`config.mk`:
```
export PLATFORM = sky130hd
export DESIGN_NAME = flash_page_erase_read_ctrl
export DESIGN_NICKNAME = d
export VERILOG_FILES = /design/src/hdl/flash_pkg.sv /design/src/hdl/flash_page_erase_read_ctrl.sv
export SDC_FILE = /design/constraint.sdc
export NUM_CORES = 2
export LEC_CHECK = 0
export BUFFER_PORTS_ARGS = -buffer_cell sky130_fd_sc_hd__clkbuf_2
export CAP_MARGIN = 25
export CORE_AREA = 2 2 482 484
export CTS_BUF_LIST = sky130_fd_sc_hd__clkbuf_8 sky130_fd_sc_hd__clkbuf_16
export DETAILED_ROUTE_END_ITERATION = 10
export DIE_AREA = 0 0 484 486
export PLACE_DENSITY_LB_ADDON = 0.08
export SLEW_MARGIN = 10
export SYNTH_ARGS = -nofsm -noshare
export SYNTH_HDL_FRONTEND = slang
export SYNTH_SLANG_ARGS = --single-unit
```
`constraint.sdc`:
```
create_clock -name mclk_i -period 3.65 [get_ports mclk_i]
set_clock_uncertainty 0.1 [all_clocks]
set_input_delay 0.1825 -clock mclk_i [delete_from_list [all_inputs] [get_ports mclk_i]]
set_output_delay 0.1825 -clock mclk_i [all_outputs]
set_load 0.01 [all_outputs]
```
`src/hdl/flash_pkg.sv`:
```
// Functional notes
// - Page erase request starts one page erase
// - Erase clears every word of any page it does not refuse
// - Protect and loss guard act as for program
// - Erasing protected page reports status 01
// - Loss mode refuses foreign page, status 01
// - Write count over limit reports status 11 unless page error
// - Uncorrectable page error reports status 10
// - Read array, page, block buffer or status
// - Read-ahead request reads the next word
// - Pipe select changes read data latency
package flash_pkg;

  // ==========================================================
  // Geometry
  localparam int PW = 3;
  localparam int WW = 3;
  localparam int AW = PW + WW;
  localparam int PAGES = 8;
  localparam int WORDS = 8;
  localparam int DW = 32;
  localparam logic [WW-1:0] LAST_WORD = 3'h7;
  localparam logic [AW-1:0] ADDR_STEP = 6'h01;

  // ==========================================================
  // Status codes and read sources
  localparam logic [1:0] ST_OK = 2'h0;
  localparam logic [1:0] ST_NOT_ERASED = 2'h1;
  localparam logic [1:0] ST_ECC = 2'h2;
  localparam logic [1:0] ST_WCOUNT = 2'h3;
  localparam logic [1:0] SRC_ARRAY = 2'h0;
  localparam logic [1:0] SRC_PBUF = 2'h1;
  localparam logic [1:0] SRC_BBUF = 2'h2;
  localparam logic [1:0] SRC_STAT = 2'h3;

  // ==========================================================
  // Data values and wear limit
  localparam logic [DW-1:0] BLANK_WORD = 32'hFFFF_FFFF;
  localparam logic [DW-1:0] ERASED_WORD = 32'h0000_0000;
  localparam logic [3:0] WCOUNT_LIMIT = 4'h9;
  localparam logic [3:0] WCOUNT_MAX = 4'hF;
  localparam logic [3:0] WCOUNT_ONE = 4'h1;

  // ==========================================================
  // Register map
  localparam logic [7:0] RA_IRQ_STAT = 8'h00;
  localparam logic [7:0] RA_IRQ_MASK = 8'h04;
  localparam logic [7:0] RA_PROTECT = 8'h08;
  localparam logic [7:0] RA_ECC_BAD = 8'h0C;
  localparam logic [7:0] RA_PBUF = 8'h10;
  localparam logic [7:0] RA_STATE = 8'h14;
  localparam int IRQW = 3;
  localparam int IRQ_ERASE_OK = 0;
  localparam int IRQ_ERASE_ERR = 1;
  localparam int IRQ_READ = 2;
  localparam int PBUF_DIRTY_BIT = 8;

  // ==========================================================
  // Carriers
  typedef struct packed {
    logic          req;
    logic          ow_protect;
    logic          loss_guard;
    logic [PW-1:0] page;
  } erase_req_t;

  typedef struct packed {
    logic          req;
    logic          ahead;
    logic [1:0]    src;
    logic [AW-1:0] addr;
  } read_req_t;

  typedef enum logic [2:0] {
    S_IDLE  = 3'b001,
    S_CHECK = 3'b010,
    S_CLEAR = 3'b100
  } erase_state_t;

endpackage

```
`src/hdl/flash_page_erase_read_ctrl.sv`:
```
`timescale 1ns/1ps
`default_nettype none
module flash_page_erase_read_ctrl
  import flash_pkg::*;
(
  input  wire logic       mclk_i,
  input  wire logic       arst_n_i,
  input  wire erase_req_t erase_i,
  input  wire read_req_t  read_i,
  input  wire logic       pipe_select_i,
  input  wire logic [7:0] reg_addr_i,
  input  wire logic [31:0] reg_wdata_i,
  input  wire logic       reg_wr_i,
  input  wire logic       reg_rd_i,
  output logic [31:0]     reg_rdata_o,
  output logic            busy_o,
  output logic [1:0]      status_o,
  output logic            status_valid_o,
  output logic [DW-1:0]   rd_data_o,
  output logic            rd_valid_o,
  output logic            irq_o
);

  // ==========================================================
  // Storage
  logic [DW-1:0]    mem [PAGES*WORDS];
  logic [DW-1:0]    pbuf [WORDS];
  logic [DW-1:0]    bbuf [WORDS];
  logic [3:0]       wcount_reg [PAGES];
  logic [PAGES-1:0] prot_reg;
  logic [PAGES-1:0] ecc_bad_reg;
  logic [PW-1:0]    pbuf_page_reg;
  logic             pbuf_dirty_reg;
  logic [IRQW-1:0]  irq_stat_reg;
  logic [IRQW-1:0]  irq_mask_reg;

  // ==========================================================
  // Erase sequencer state
  erase_state_t     state_reg;
  logic [PW-1:0]    page_reg;
  logic             ow_reg;
  logic             guard_reg;
  logic [WW-1:0]    widx_reg;
  logic             ecc_hit_reg;
  logic             over_reg;
  logic             refuse;
  logic             clear_last;
  logic             done_ok;
  logic             done_err;
  logic [1:0]       end_code;

  function automatic logic hit(input logic [7:0] a, input logic [7:0] r, input logic s);
    hit = s && (a == r);
  endfunction

  // A foreign page in loss mode would drop unsaved buffer data
  assign refuse = prot_reg[page_reg] ||
                  (guard_reg && pbuf_dirty_reg &&
                   (pbuf_page_reg != page_reg));
  assign clear_last = (state_reg == S_CLEAR) && (widx_reg == LAST_WORD);
  assign end_code = ecc_hit_reg ? ST_ECC :
                    over_reg ? ST_WCOUNT :
                    ST_OK;
  assign done_ok = clear_last && (end_code == ST_OK);
  assign done_err = (clear_last && (end_code != ST_OK)) ||
                    ((state_reg == S_CHECK) && refuse);

  always_ff @(posedge mclk_i or negedge arst_n_i) begin
    if (!arst_n_i) begin
      state_reg <= S_IDLE;
      page_reg <= '0;
      ow_reg <= 1'b0;
      guard_reg <= 1'b0;
      widx_reg <= '0;
      ecc_hit_reg <= 1'b0;
      over_reg <= 1'b0;
    end else begin
      case (state_reg)
        S_IDLE: begin
          if (erase_i.req) begin
            page_reg <= erase_i.page;
            ow_reg <= erase_i.ow_protect;
            guard_reg <= erase_i.loss_guard;
            state_reg <= S_CHECK;
          end
        end
        S_CHECK: begin
          widx_reg <= '0;
          ecc_hit_reg <= ecc_bad_reg[page_reg];
          // Compare before the increment so a saturated counter cannot wrap under
          over_reg <= wcount_reg[page_reg] >= WCOUNT_LIMIT;
          state_reg <= refuse ? S_IDLE : S_CLEAR;
        end
        S_CLEAR: begin
          widx_reg <= widx_reg + 3'h1;
          if (widx_reg == LAST_WORD) begin
            state_reg <= S_IDLE;
          end
        end
        default: begin
          state_reg <= S_IDLE;
        end
      endcase
    end
  end

  always_ff @(posedge mclk_i or negedge arst_n_i) begin
    if (!arst_n_i) begin
      busy_o <= 1'b0;
      status_o <= ST_OK;
      status_valid_o <= 1'b0;
    end else begin
      busy_o <= (state_reg == S_IDLE) ? erase_i.req : !(clear_last || done_err);
      status_valid_o <= done_ok || done_err;
      if (done_err && !clear_last) begin
        status_o <= ST_NOT_ERASED;
      end else if (clear_last) begin
        status_o <= end_code;
      end
    end
  end

  // ==========================================================
  // Array and wear counters
  always_ff @(posedge mclk_i or negedge arst_n_i) begin
    if (!arst_n_i) begin
      for (int i = 0; i < PAGES*WORDS; i++) begin
        mem[i] <= BLANK_WORD;
      end
    end else if (state_reg == S_CLEAR) begin
      mem[{page_reg, widx_reg}] <= ERASED_WORD;
    end
  end

  // Counter saturates rather than wrapping back under the limit
  always_ff @(posedge mclk_i or negedge arst_n_i) begin
    if (!arst_n_i) begin
      for (int i = 0; i < PAGES; i++) begin
        wcount_reg[i] <= '0;
      end
    end else if (clear_last && wcount_reg[page_reg] != WCOUNT_MAX) begin
      wcount_reg[page_reg] <= wcount_reg[page_reg] + WCOUNT_ONE;
    end
  end

  // ==========================================================
  // Read path
  logic [AW-1:0] last_addr_reg;
  logic [AW-1:0] raddr;
  logic [DW-1:0] fetch;
  logic [DW-1:0] s1_data_reg;
  logic          s1_valid_reg;

  assign raddr = read_i.ahead ? last_addr_reg + ADDR_STEP : read_i.addr;

  always_comb begin
    case (read_i.src)
      SRC_ARRAY: fetch = mem[raddr];
      SRC_PBUF:  fetch = pbuf[raddr[WW-1:0]];
      SRC_BBUF:  fetch = bbuf[raddr[WW-1:0]];
      SRC_STAT:  fetch = {21'h00_0000, wcount_reg[raddr[AW-1:WW]],
                          prot_reg[raddr[AW-1:WW]], ecc_bad_reg[raddr[AW-1:WW]],
                          pbuf_dirty_reg, busy_o, status_o, status_valid_o};
      default:   fetch = ERASED_WORD;
    endcase
  end

  always_ff @(posedge mclk_i or negedge arst_n_i) begin
    if (!arst_n_i) begin
      last_addr_reg <= '0;
    end else if (read_i.req) begin
      last_addr_reg <= raddr;
    end
  end

  // Block buffer keeps the last array word read at each word index; page buffer mirrors its page
  always_ff @(posedge mclk_i or negedge arst_n_i) begin
    if (!arst_n_i) begin
      for (int i = 0; i < WORDS; i++) begin
        bbuf[i] <= ERASED_WORD;
        pbuf[i] <= ERASED_WORD;
      end
    end else begin
      if (read_i.req && read_i.src == SRC_ARRAY) begin
        bbuf[raddr[WW-1:0]] <= fetch;
        if (raddr[AW-1:WW] == pbuf_page_reg) begin
          pbuf[raddr[WW-1:0]] <= fetch;
        end
      end
      if (state_reg == S_CLEAR && page_reg == pbuf_page_reg) begin
        pbuf[widx_reg] <= ERASED_WORD;
      end
    end
  end

  // Pipe select is meant to be static; a change mid-read may merge two answers
  always_ff @(posedge mclk_i or negedge arst_n_i) begin
    if (!arst_n_i) begin
      s1_data_reg <= ERASED_WORD;
      s1_valid_reg <= 1'b0;
      rd_data_o <= ERASED_WORD;
      rd_valid_o <= 1'b0;
    end else begin
      s1_data_reg <= fetch;
      s1_valid_reg <= read_i.req && pipe_select_i;
      rd_valid_o <= s1_valid_reg || (read_i.req && !pipe_select_i);
      if (s1_valid_reg) begin
        rd_data_o <= s1_data_reg;
      end else if (read_i.req && !pipe_select_i) begin
        rd_data_o <= fetch;
      end
    end
  end

  // ==========================================================
  // Register port and interrupt
  logic [IRQW-1:0] irq_set;
  logic [IRQW-1:0] irq_clr;

  assign irq_set = {rd_valid_o, done_err, done_ok};
  assign irq_clr = hit(reg_addr_i, RA_IRQ_STAT, reg_wr_i) ? reg_wdata_i[IRQW-1:0] : '0;

  always_ff @(posedge mclk_i or negedge arst_n_i) begin
    if (!arst_n_i) begin
      irq_stat_reg <= '0;
      irq_mask_reg <= '0;
      irq_o <= 1'b0;
    end else begin
      irq_stat_reg <= (irq_stat_reg & ~irq_clr) | irq_set;
      if (hit(reg_addr_i, RA_IRQ_MASK, reg_wr_i)) begin
        irq_mask_reg <= reg_wdata_i[IRQW-1:0];
      end
      irq_o <= |(irq_stat_reg & irq_mask_reg);
    end
  end

  // Hardware protect set wins over a software write in the same cycle
  always_ff @(posedge mclk_i or negedge arst_n_i) begin
    if (!arst_n_i) begin
      prot_reg <= '0;
      ecc_bad_reg <= '0;
      pbuf_page_reg <= '0;
      pbuf_dirty_reg <= 1'b0;
    end else begin
      if (hit(reg_addr_i, RA_PROTECT, reg_wr_i)) begin
        prot_reg <= reg_wdata_i[PAGES-1:0];
      end
      if (done_ok && ow_reg) begin
        prot_reg[page_reg] <= 1'b1;
      end
      if (hit(reg_addr_i, RA_ECC_BAD, reg_wr_i)) begin
        ecc_bad_reg <= reg_wdata_i[PAGES-1:0];
      end
      if (hit(reg_addr_i, RA_PBUF, reg_wr_i)) begin
        pbuf_page_reg <= reg_wdata_i[PW-1:0];
        pbuf_dirty_reg <= reg_wdata_i[PBUF_DIRTY_BIT];
      end
    end
  end

  always_ff @(posedge mclk_i or negedge arst_n_i) begin
    if (!arst_n_i) begin
      reg_rdata_o <= '0;
    end else if (reg_rd_i) begin
      case (reg_addr_i)
        RA_IRQ_STAT: reg_rdata_o <= {29'h0000_0000, irq_stat_reg};
        RA_IRQ_MASK: reg_rdata_o <= {29'h0000_0000, irq_mask_reg};
        RA_PROTECT:  reg_rdata_o <= {24'h00_0000, prot_reg};
        RA_ECC_BAD:  reg_rdata_o <= {24'h00_0000, ecc_bad_reg};
        RA_PBUF:     reg_rdata_o <= {23'h00_0000, pbuf_dirty_reg, 5'h00, pbuf_page_reg};
        RA_STATE:    reg_rdata_o <= {29'h0000_0000, busy_o, status_o};
        default:     reg_rdata_o <= '0;
      endcase
    end else begin
      reg_rdata_o <= '0;
    end
  end
endmodule
`default_nettype wire

```
Word-level counts from Yosys, hierarchy flattened --
Index checks and enable logic that the tools add are counted.
Word-level totals: bits in registers 2740, latch bits 0, RAM bits 0, ROM bits 0, input bits 61, output and inout bits 70, word-level logic and storage cells 260, memories 0
Operators by class: add/subtract/negate cells 3, multipliers 0, div/mod/pow operators 0, order comparisons 14, equal/unequal tests 18, shifts and indexed selects 0, multiplexer cells 58, bitwise operators 15, reduce and logical (&&, ||, !) cells 41
Operators with widths (number):
- $and A2048 B2048 Y2048 | 1
- $not A2048 Y2048 | 1
- $mux W256 | 3
- $bwmux W256 | 2
- $mux W32 | 12
- $and A256 B256 Y256 | 1
- $not A256 Y256 | 1
- $bmux W32 S3 | 2
- $bmux W32 S6 | 1
- $demux W32 S3 | 2
- $demux W32 S6 | 1
- $pmux W32 S4 | 1
- $pmux W9 S6 | 1
- $bwmux W32 | 1
- $bmux W4 S3 | 2
- $logic_and A1 B1 Y1 | 23
- $ge A4 B4 Y1 const B | 5
- $mux W4 | 5
- $eq A8 B4 Y1 const B | 2
- $eq A8 B5 Y1 const B | 2
- $mux W8 | 2
- $not A3 Y4 | 4
- $ge A7 B7 Y1 const B | 2
- $not A6 Y7 | 2
- other kinds (37) | 70

Longest topological paths before layout --
word-level depth 12, gate-level depth with buffers 16, mapped depth without buffers 11

Worst setup path before layout --
OpenSTA, ideal clock, no wires.
path type register to register, start point reg last_addr_reg[0], end point reg bbuf[126] in the netlist's numbering, setup time 131 ps, arrival 2933 ps, data required time 3419 ps, path slack 487 ps, stages on the path, launching flop included 14, buffers on the path 3, clock period less this slack 3163 ps, path through dfrtp_1 > ha_1 > xnor2_2 > buf_4 > nand2_2 > nand2_2 > buf_4 > clkbuf_1 > a31oi_1 > a31oi_1 > o211ai_1 > a32oi_4 > o21bai_4 > o21ai_2
On the way: longest elaborated chain between the ends 8, elaborated cells on any way between the ends 20, those cells by class add/sub (1); order compare (2); mux (14); bitwise (2); reduce/logical (1)
RTL lines:
- start: declaration | RTL line flash_page_erase_read_ctrl.sv:148 | logic [AW-1:0] last_addr_reg;
- start signal: assignment | RTL line flash_page_erase_read_ctrl.sv:172 | last_addr_reg <= raddr;
- $add A6 B1 Y6 (*) | RTL line flash_page_erase_read_ctrl.sv:154 | assign raddr = read_i.ahead ? last_addr_reg + ADDR_STEP : read_i.addr;
- $mux W6 (*) | RTL line flash_page_erase_read_ctrl.sv:154
- $not A6 Y7 (not written as such) / $not A3 Y4 (equally long branches)
- $bmux W32 S6 (tied with other cells) | RTL line flash_page_erase_read_ctrl.sv:158 | SRC_ARRAY: fetch = mem[raddr];
- $mux W32 (not written as such) (tied with other cells) | RTL line flash_page_erase_read_ctrl.sv:158
- $mux W32, on equally long branches
- $pmux W32 S4 / $demux W32 S3 (equally long branches) | RTL line flash_page_erase_read_ctrl.sv:157, flash_page_erase_read_ctrl.sv:185
- $bwmux W256 (*) | RTL line flash_page_erase_read_ctrl.sv:185 | bbuf[raddr[WW-1:0]] <= fetch;
- end signal: indexed assignment | RTL line flash_page_erase_read_ctrl.sv:185
- end: declaration | RTL line flash_page_erase_read_ctrl.sv:28 | logic [DW-1:0] bbuf [WORDS];
Mark *: on every way between the ends. The rest lies on a longest branch, timed or not. The select of a mux whose other input is x is not followed. A chain may end at the register's enable or synchronous reset.

Final worst setup path --
start point reg last_addr_reg[0], end point reg bbuf[243] in the netlist's numbering
Same word-level chain as after synthesis.

==> metrics.md <==
| Metric | Value |
|---|---|
| Status | complete, but fails checks |
| Failing checks | negative setup slack |
| Sequential fraction of the synthesis area | 61.7% |
| Gp weighted congestion | around 0.96 |
| Largest reg by FF count | mem |
| Largest register FFs | around 2k |
| Final worst slack | -146 ps |
| FFs w/ async S/R, synth | between 90% and 100% |
| DRC violation count after routing | 0 |
| First-pass GRT wire length | 645000 µm |
| Largest net degree at the start of global routing | 132 |
| Most frequent cells after synthesis | dfstp_2 (2049), and2_1 (1548), nand2_1 (1089) |
| Post-synthesis mux area share | around 2.2% |
| Synthesized-area fraction occupied by adder cells | 0.0657% |
| Power per cell area | 596 nW/µm² |
| Gr ovfl total | 0 |
| Starting Density | 49.8% |
| Crit share post-route | 104% |
| CTS H-tree lvls | 5 |
| Die area | ~240000 µm² |
| Kind of critical path | reg2reg |
| CTS Buffer Depth | 4 |
| Synth warn | 0 |
| Total power | ~85 mW |
| Number of global-route vias before repair | a little over 90k |
| Syn_area_per_cell | ~11 µm² |
| Filler cells | 18.0k |
| Std-Cell Rows | around 180 |
| Via count | ~90k |
| Final hold slack | ~20 ps |
| Sink Count | 2717 |
| Synth Flop Type | dfstp_2 |
| CTS tree | built |
| Synth Area in Compound Gates | roughly 14% |
| Crit. End Element | flip-flop |
| Biggest regs | mem (2048), bbuf (256), pbuf (256) |
| Synth area leader | dfstp_2 |
| CTS Buf Count | 304 |
| Antenna violation net count after detailed routing | 0 |
| Drt initial violations | just over 10k |
| Area Growth Syn to Fin | 24.3% |
| DP Area | 126000 µm² |
| Largest cells by area after synthesis | dfstp_2 (47%), dfrtp_1 (15%), and2_1 (8.5%) |
| Worst skew pair latency | 940 ps |
| Core Region | 229000 µm² |
| Max Cap Viol | 0 |
| Unrepaired setup endpoints after global routing | yes |
| Number of enable flip-flop cells after synthesis | 0 |
| Top-level I/O count | 131 |
| Worst Setup Start Kind | flip-flop |
| Overall Global Routing Usage | 37.3% |
| Post-route cell area | about 140000 µm² |
| Setup-failing EPs final | 47 |
| Leakage power | just under 60 nW |
| Top-count cell post-synth | dfstp_2 |
| Drt first pass iters | 9 |
| Setup TNS | -2460 ps |
| Netlist Area Pre-Place | 114000 µm² |
| Hold WC Path Type | in2reg |
| Clk slew on worst S/H paths | ~60 ps |
| Max Clk Rate | roughly 260 MHz |
| Vert. Die Dim | 486 µm |
| Post-synth top area share | 47.1% |
| Critical path peak fanout | 5 |
| Routed wire length | around 440000 µm |
| Main combinational cell family by area after synthesis | simple AND/OR/NAND/NOR gates |
| Total Nets Final | approximately 11k |
| Hold Violations, Final | 0 |
| Post-Synth XOR/XNOR Area | 0.0909% |
| Arrival time of the worst setup path | approximately 4500 ps |
| Minimum clock period | about 3800 ps |
| Initial antenna violation count | 20 |
| Headroom to the max-slew limit | between 20% and 30% |
| Critical Path RT | around 4400 ps |
| Cell variety after synth | about 110 |
| Fin cells | roughly 14k |
| Fin util | 61.9% |
| Detailed Place HPWL | 278000 µm |
| Die Span X | around 480 µm |
| Root Driver | clkbuf_16 |
| Port bufs | 84 |
| Max IR drop VDD | roughly 420 µV |
| Dpl ws | -1120 ps |
| WL/cell | roughly 30 µm |
| Post-Synth Simple-Gate Area | between 10% and 20% |
| Layout cells sized above 1 | between 30% and 40% |
| Post-synthesis register bit count | roughly 2.7k |
| Routed vias/inst | about 6.2 |
| Actual slew at the worst max-slew pin | roughly 1100 ps |
| Cells after DPL | ~14k |
| Final Max Slew Viols | 0 |
| Synthesized instance count | between 10k and 15k |
-- repair_timing --
action                                 CTS  global route
pin swaps                              108           147
setup buffers                          124            46
cloned                                  35            18
setup endpoints to repair              559           527
hold buffers                            63             0
endpoints found under the hold margin  771             0
gates resized for setup                466           388
-- cell usage in the layout (no fill, tap or decap), types with 33 or more instances in the layout --
cell type,netlist,routed
dfstp_2,2049,2049
and2_1,1548,1545
nand2_1,1089,1082
buf_4,89,843
dfrtp_1,668,666
nor2b_1,526,523
o22ai_1,582,522
o21ai_0,557,458
clkbuf_16,0,324
a21oi_1,341,302
nor2_1,335,299
buf_12,0,243
mux2i_1,178,176
o21ai_1,127,176
nand3_1,171,150
o221ai_1,161,141
nor3_1,149,125
a31oi_1,132,119
inv_1,27,116
buf_6,17,102
clkbuf_2,0,83
a32oi_1,85,74
dlygate4sd3_1,0,62
clkbuf_8,0,59
o21ai_2,9,58
mux2_2,46,46
o22ai_2,1,44
clkinv_2,0,40
a211oi_1,55,37
a21oi_2,5,35
o22a_1,35,33
nor3b_1,33,33
-- metal layers --
| layer | wire (µm) | share of wire (%) | up-vias | global-route usage [%] |
|---|---|---|---|---|
| met5 | 48 | 0.011 | - | 0 |
| met4 | 26400 | 5.9 | 8 | 19.1 |
| met3 | 45200 | 10 | 1174 | 9.37 |
| met2 | 192000 | 43 | 4778 | 55.0 |
| met1 | 181000 | 41 | 46400 | 51.0 |
| li1 | - | - | 37500 | - |
-- worst max-delay path, cell delays in order (launching register included) --
cell and delay, ps:
dfrtp_1 420, ha_4 220, xor2_4 190, buf_6 150
buf_6 110, o31a_4 300, buf_12 150, buf_16 150
buf_8 130, o221ai_2 170, or3_4 160, a21oi_4 50
o211ai_1 600, o31a_2 300, buf_12 150, buf_12 130
buf_16 120, o21ai_2 50
-- cell families (layout without fill, tap and decap cells) --
group           after synthesis  after routing
flops                      2717           2717
other cells                   1             36
simple gates               4037           4040
fa+ha+maj                     6              6
xor+xnor                     11             11
buf+inv                     870           1952
mux                         234            234
compound gates             2401           2409
-- path summary, 6_finish.rpt --
path	startpoint	end	slack [ps]	cells after the start
worst max-delay path	last_addr_reg[0]$_DFFE_PN0P_	bbuf[243]$_DFFE_PN0P_	-150	17
worst min-delay path	reg_wdata_i[3]	prot_reg[3]$_DFF_PN0_	20	4
worst max register to register	last_addr_reg[0]$_DFFE_PN0P_	bbuf[243]$_DFFE_PN0P_	-150	17
worst min register to register	mem[1294]$_DFFE_PN1N_	mem[1294]$_DFFE_PN1N_	350	2
max in group asynchronous	arst_n_i	mem[1580]$_DFFE_PN1N_	2360	4
min in group asynchronous	arst_n_i	reg_rdata_o[3]$_DFF_PN0_	230	3
-- final cells by class --
class / instances / area [µm²] / share of cell area, %
diodes: 13 / 32.5 / 0.0229
clock buffers: 370 / 8590 / 6.05
clock inverters: 146 / 876 / 0.617
inverters: 31 / 126 / 0.0890
multi-input cells: 6723 / 43100 / 30.3
flip-flops and latches: 2717 / 70600 / 49.7
well taps: 3026 / 3790 / 2.67
repair buffers: 1405 / 15000 / 10.6
-- power breakdown --
group	internal (mW)	switching, mW	total [mW]
sequential	32.2	1.28	33.5
combinational	8.59	13.0	21.6
clock	17.2	12.4	29.6
Note: power is estimated with default switching activity, not from simulation.
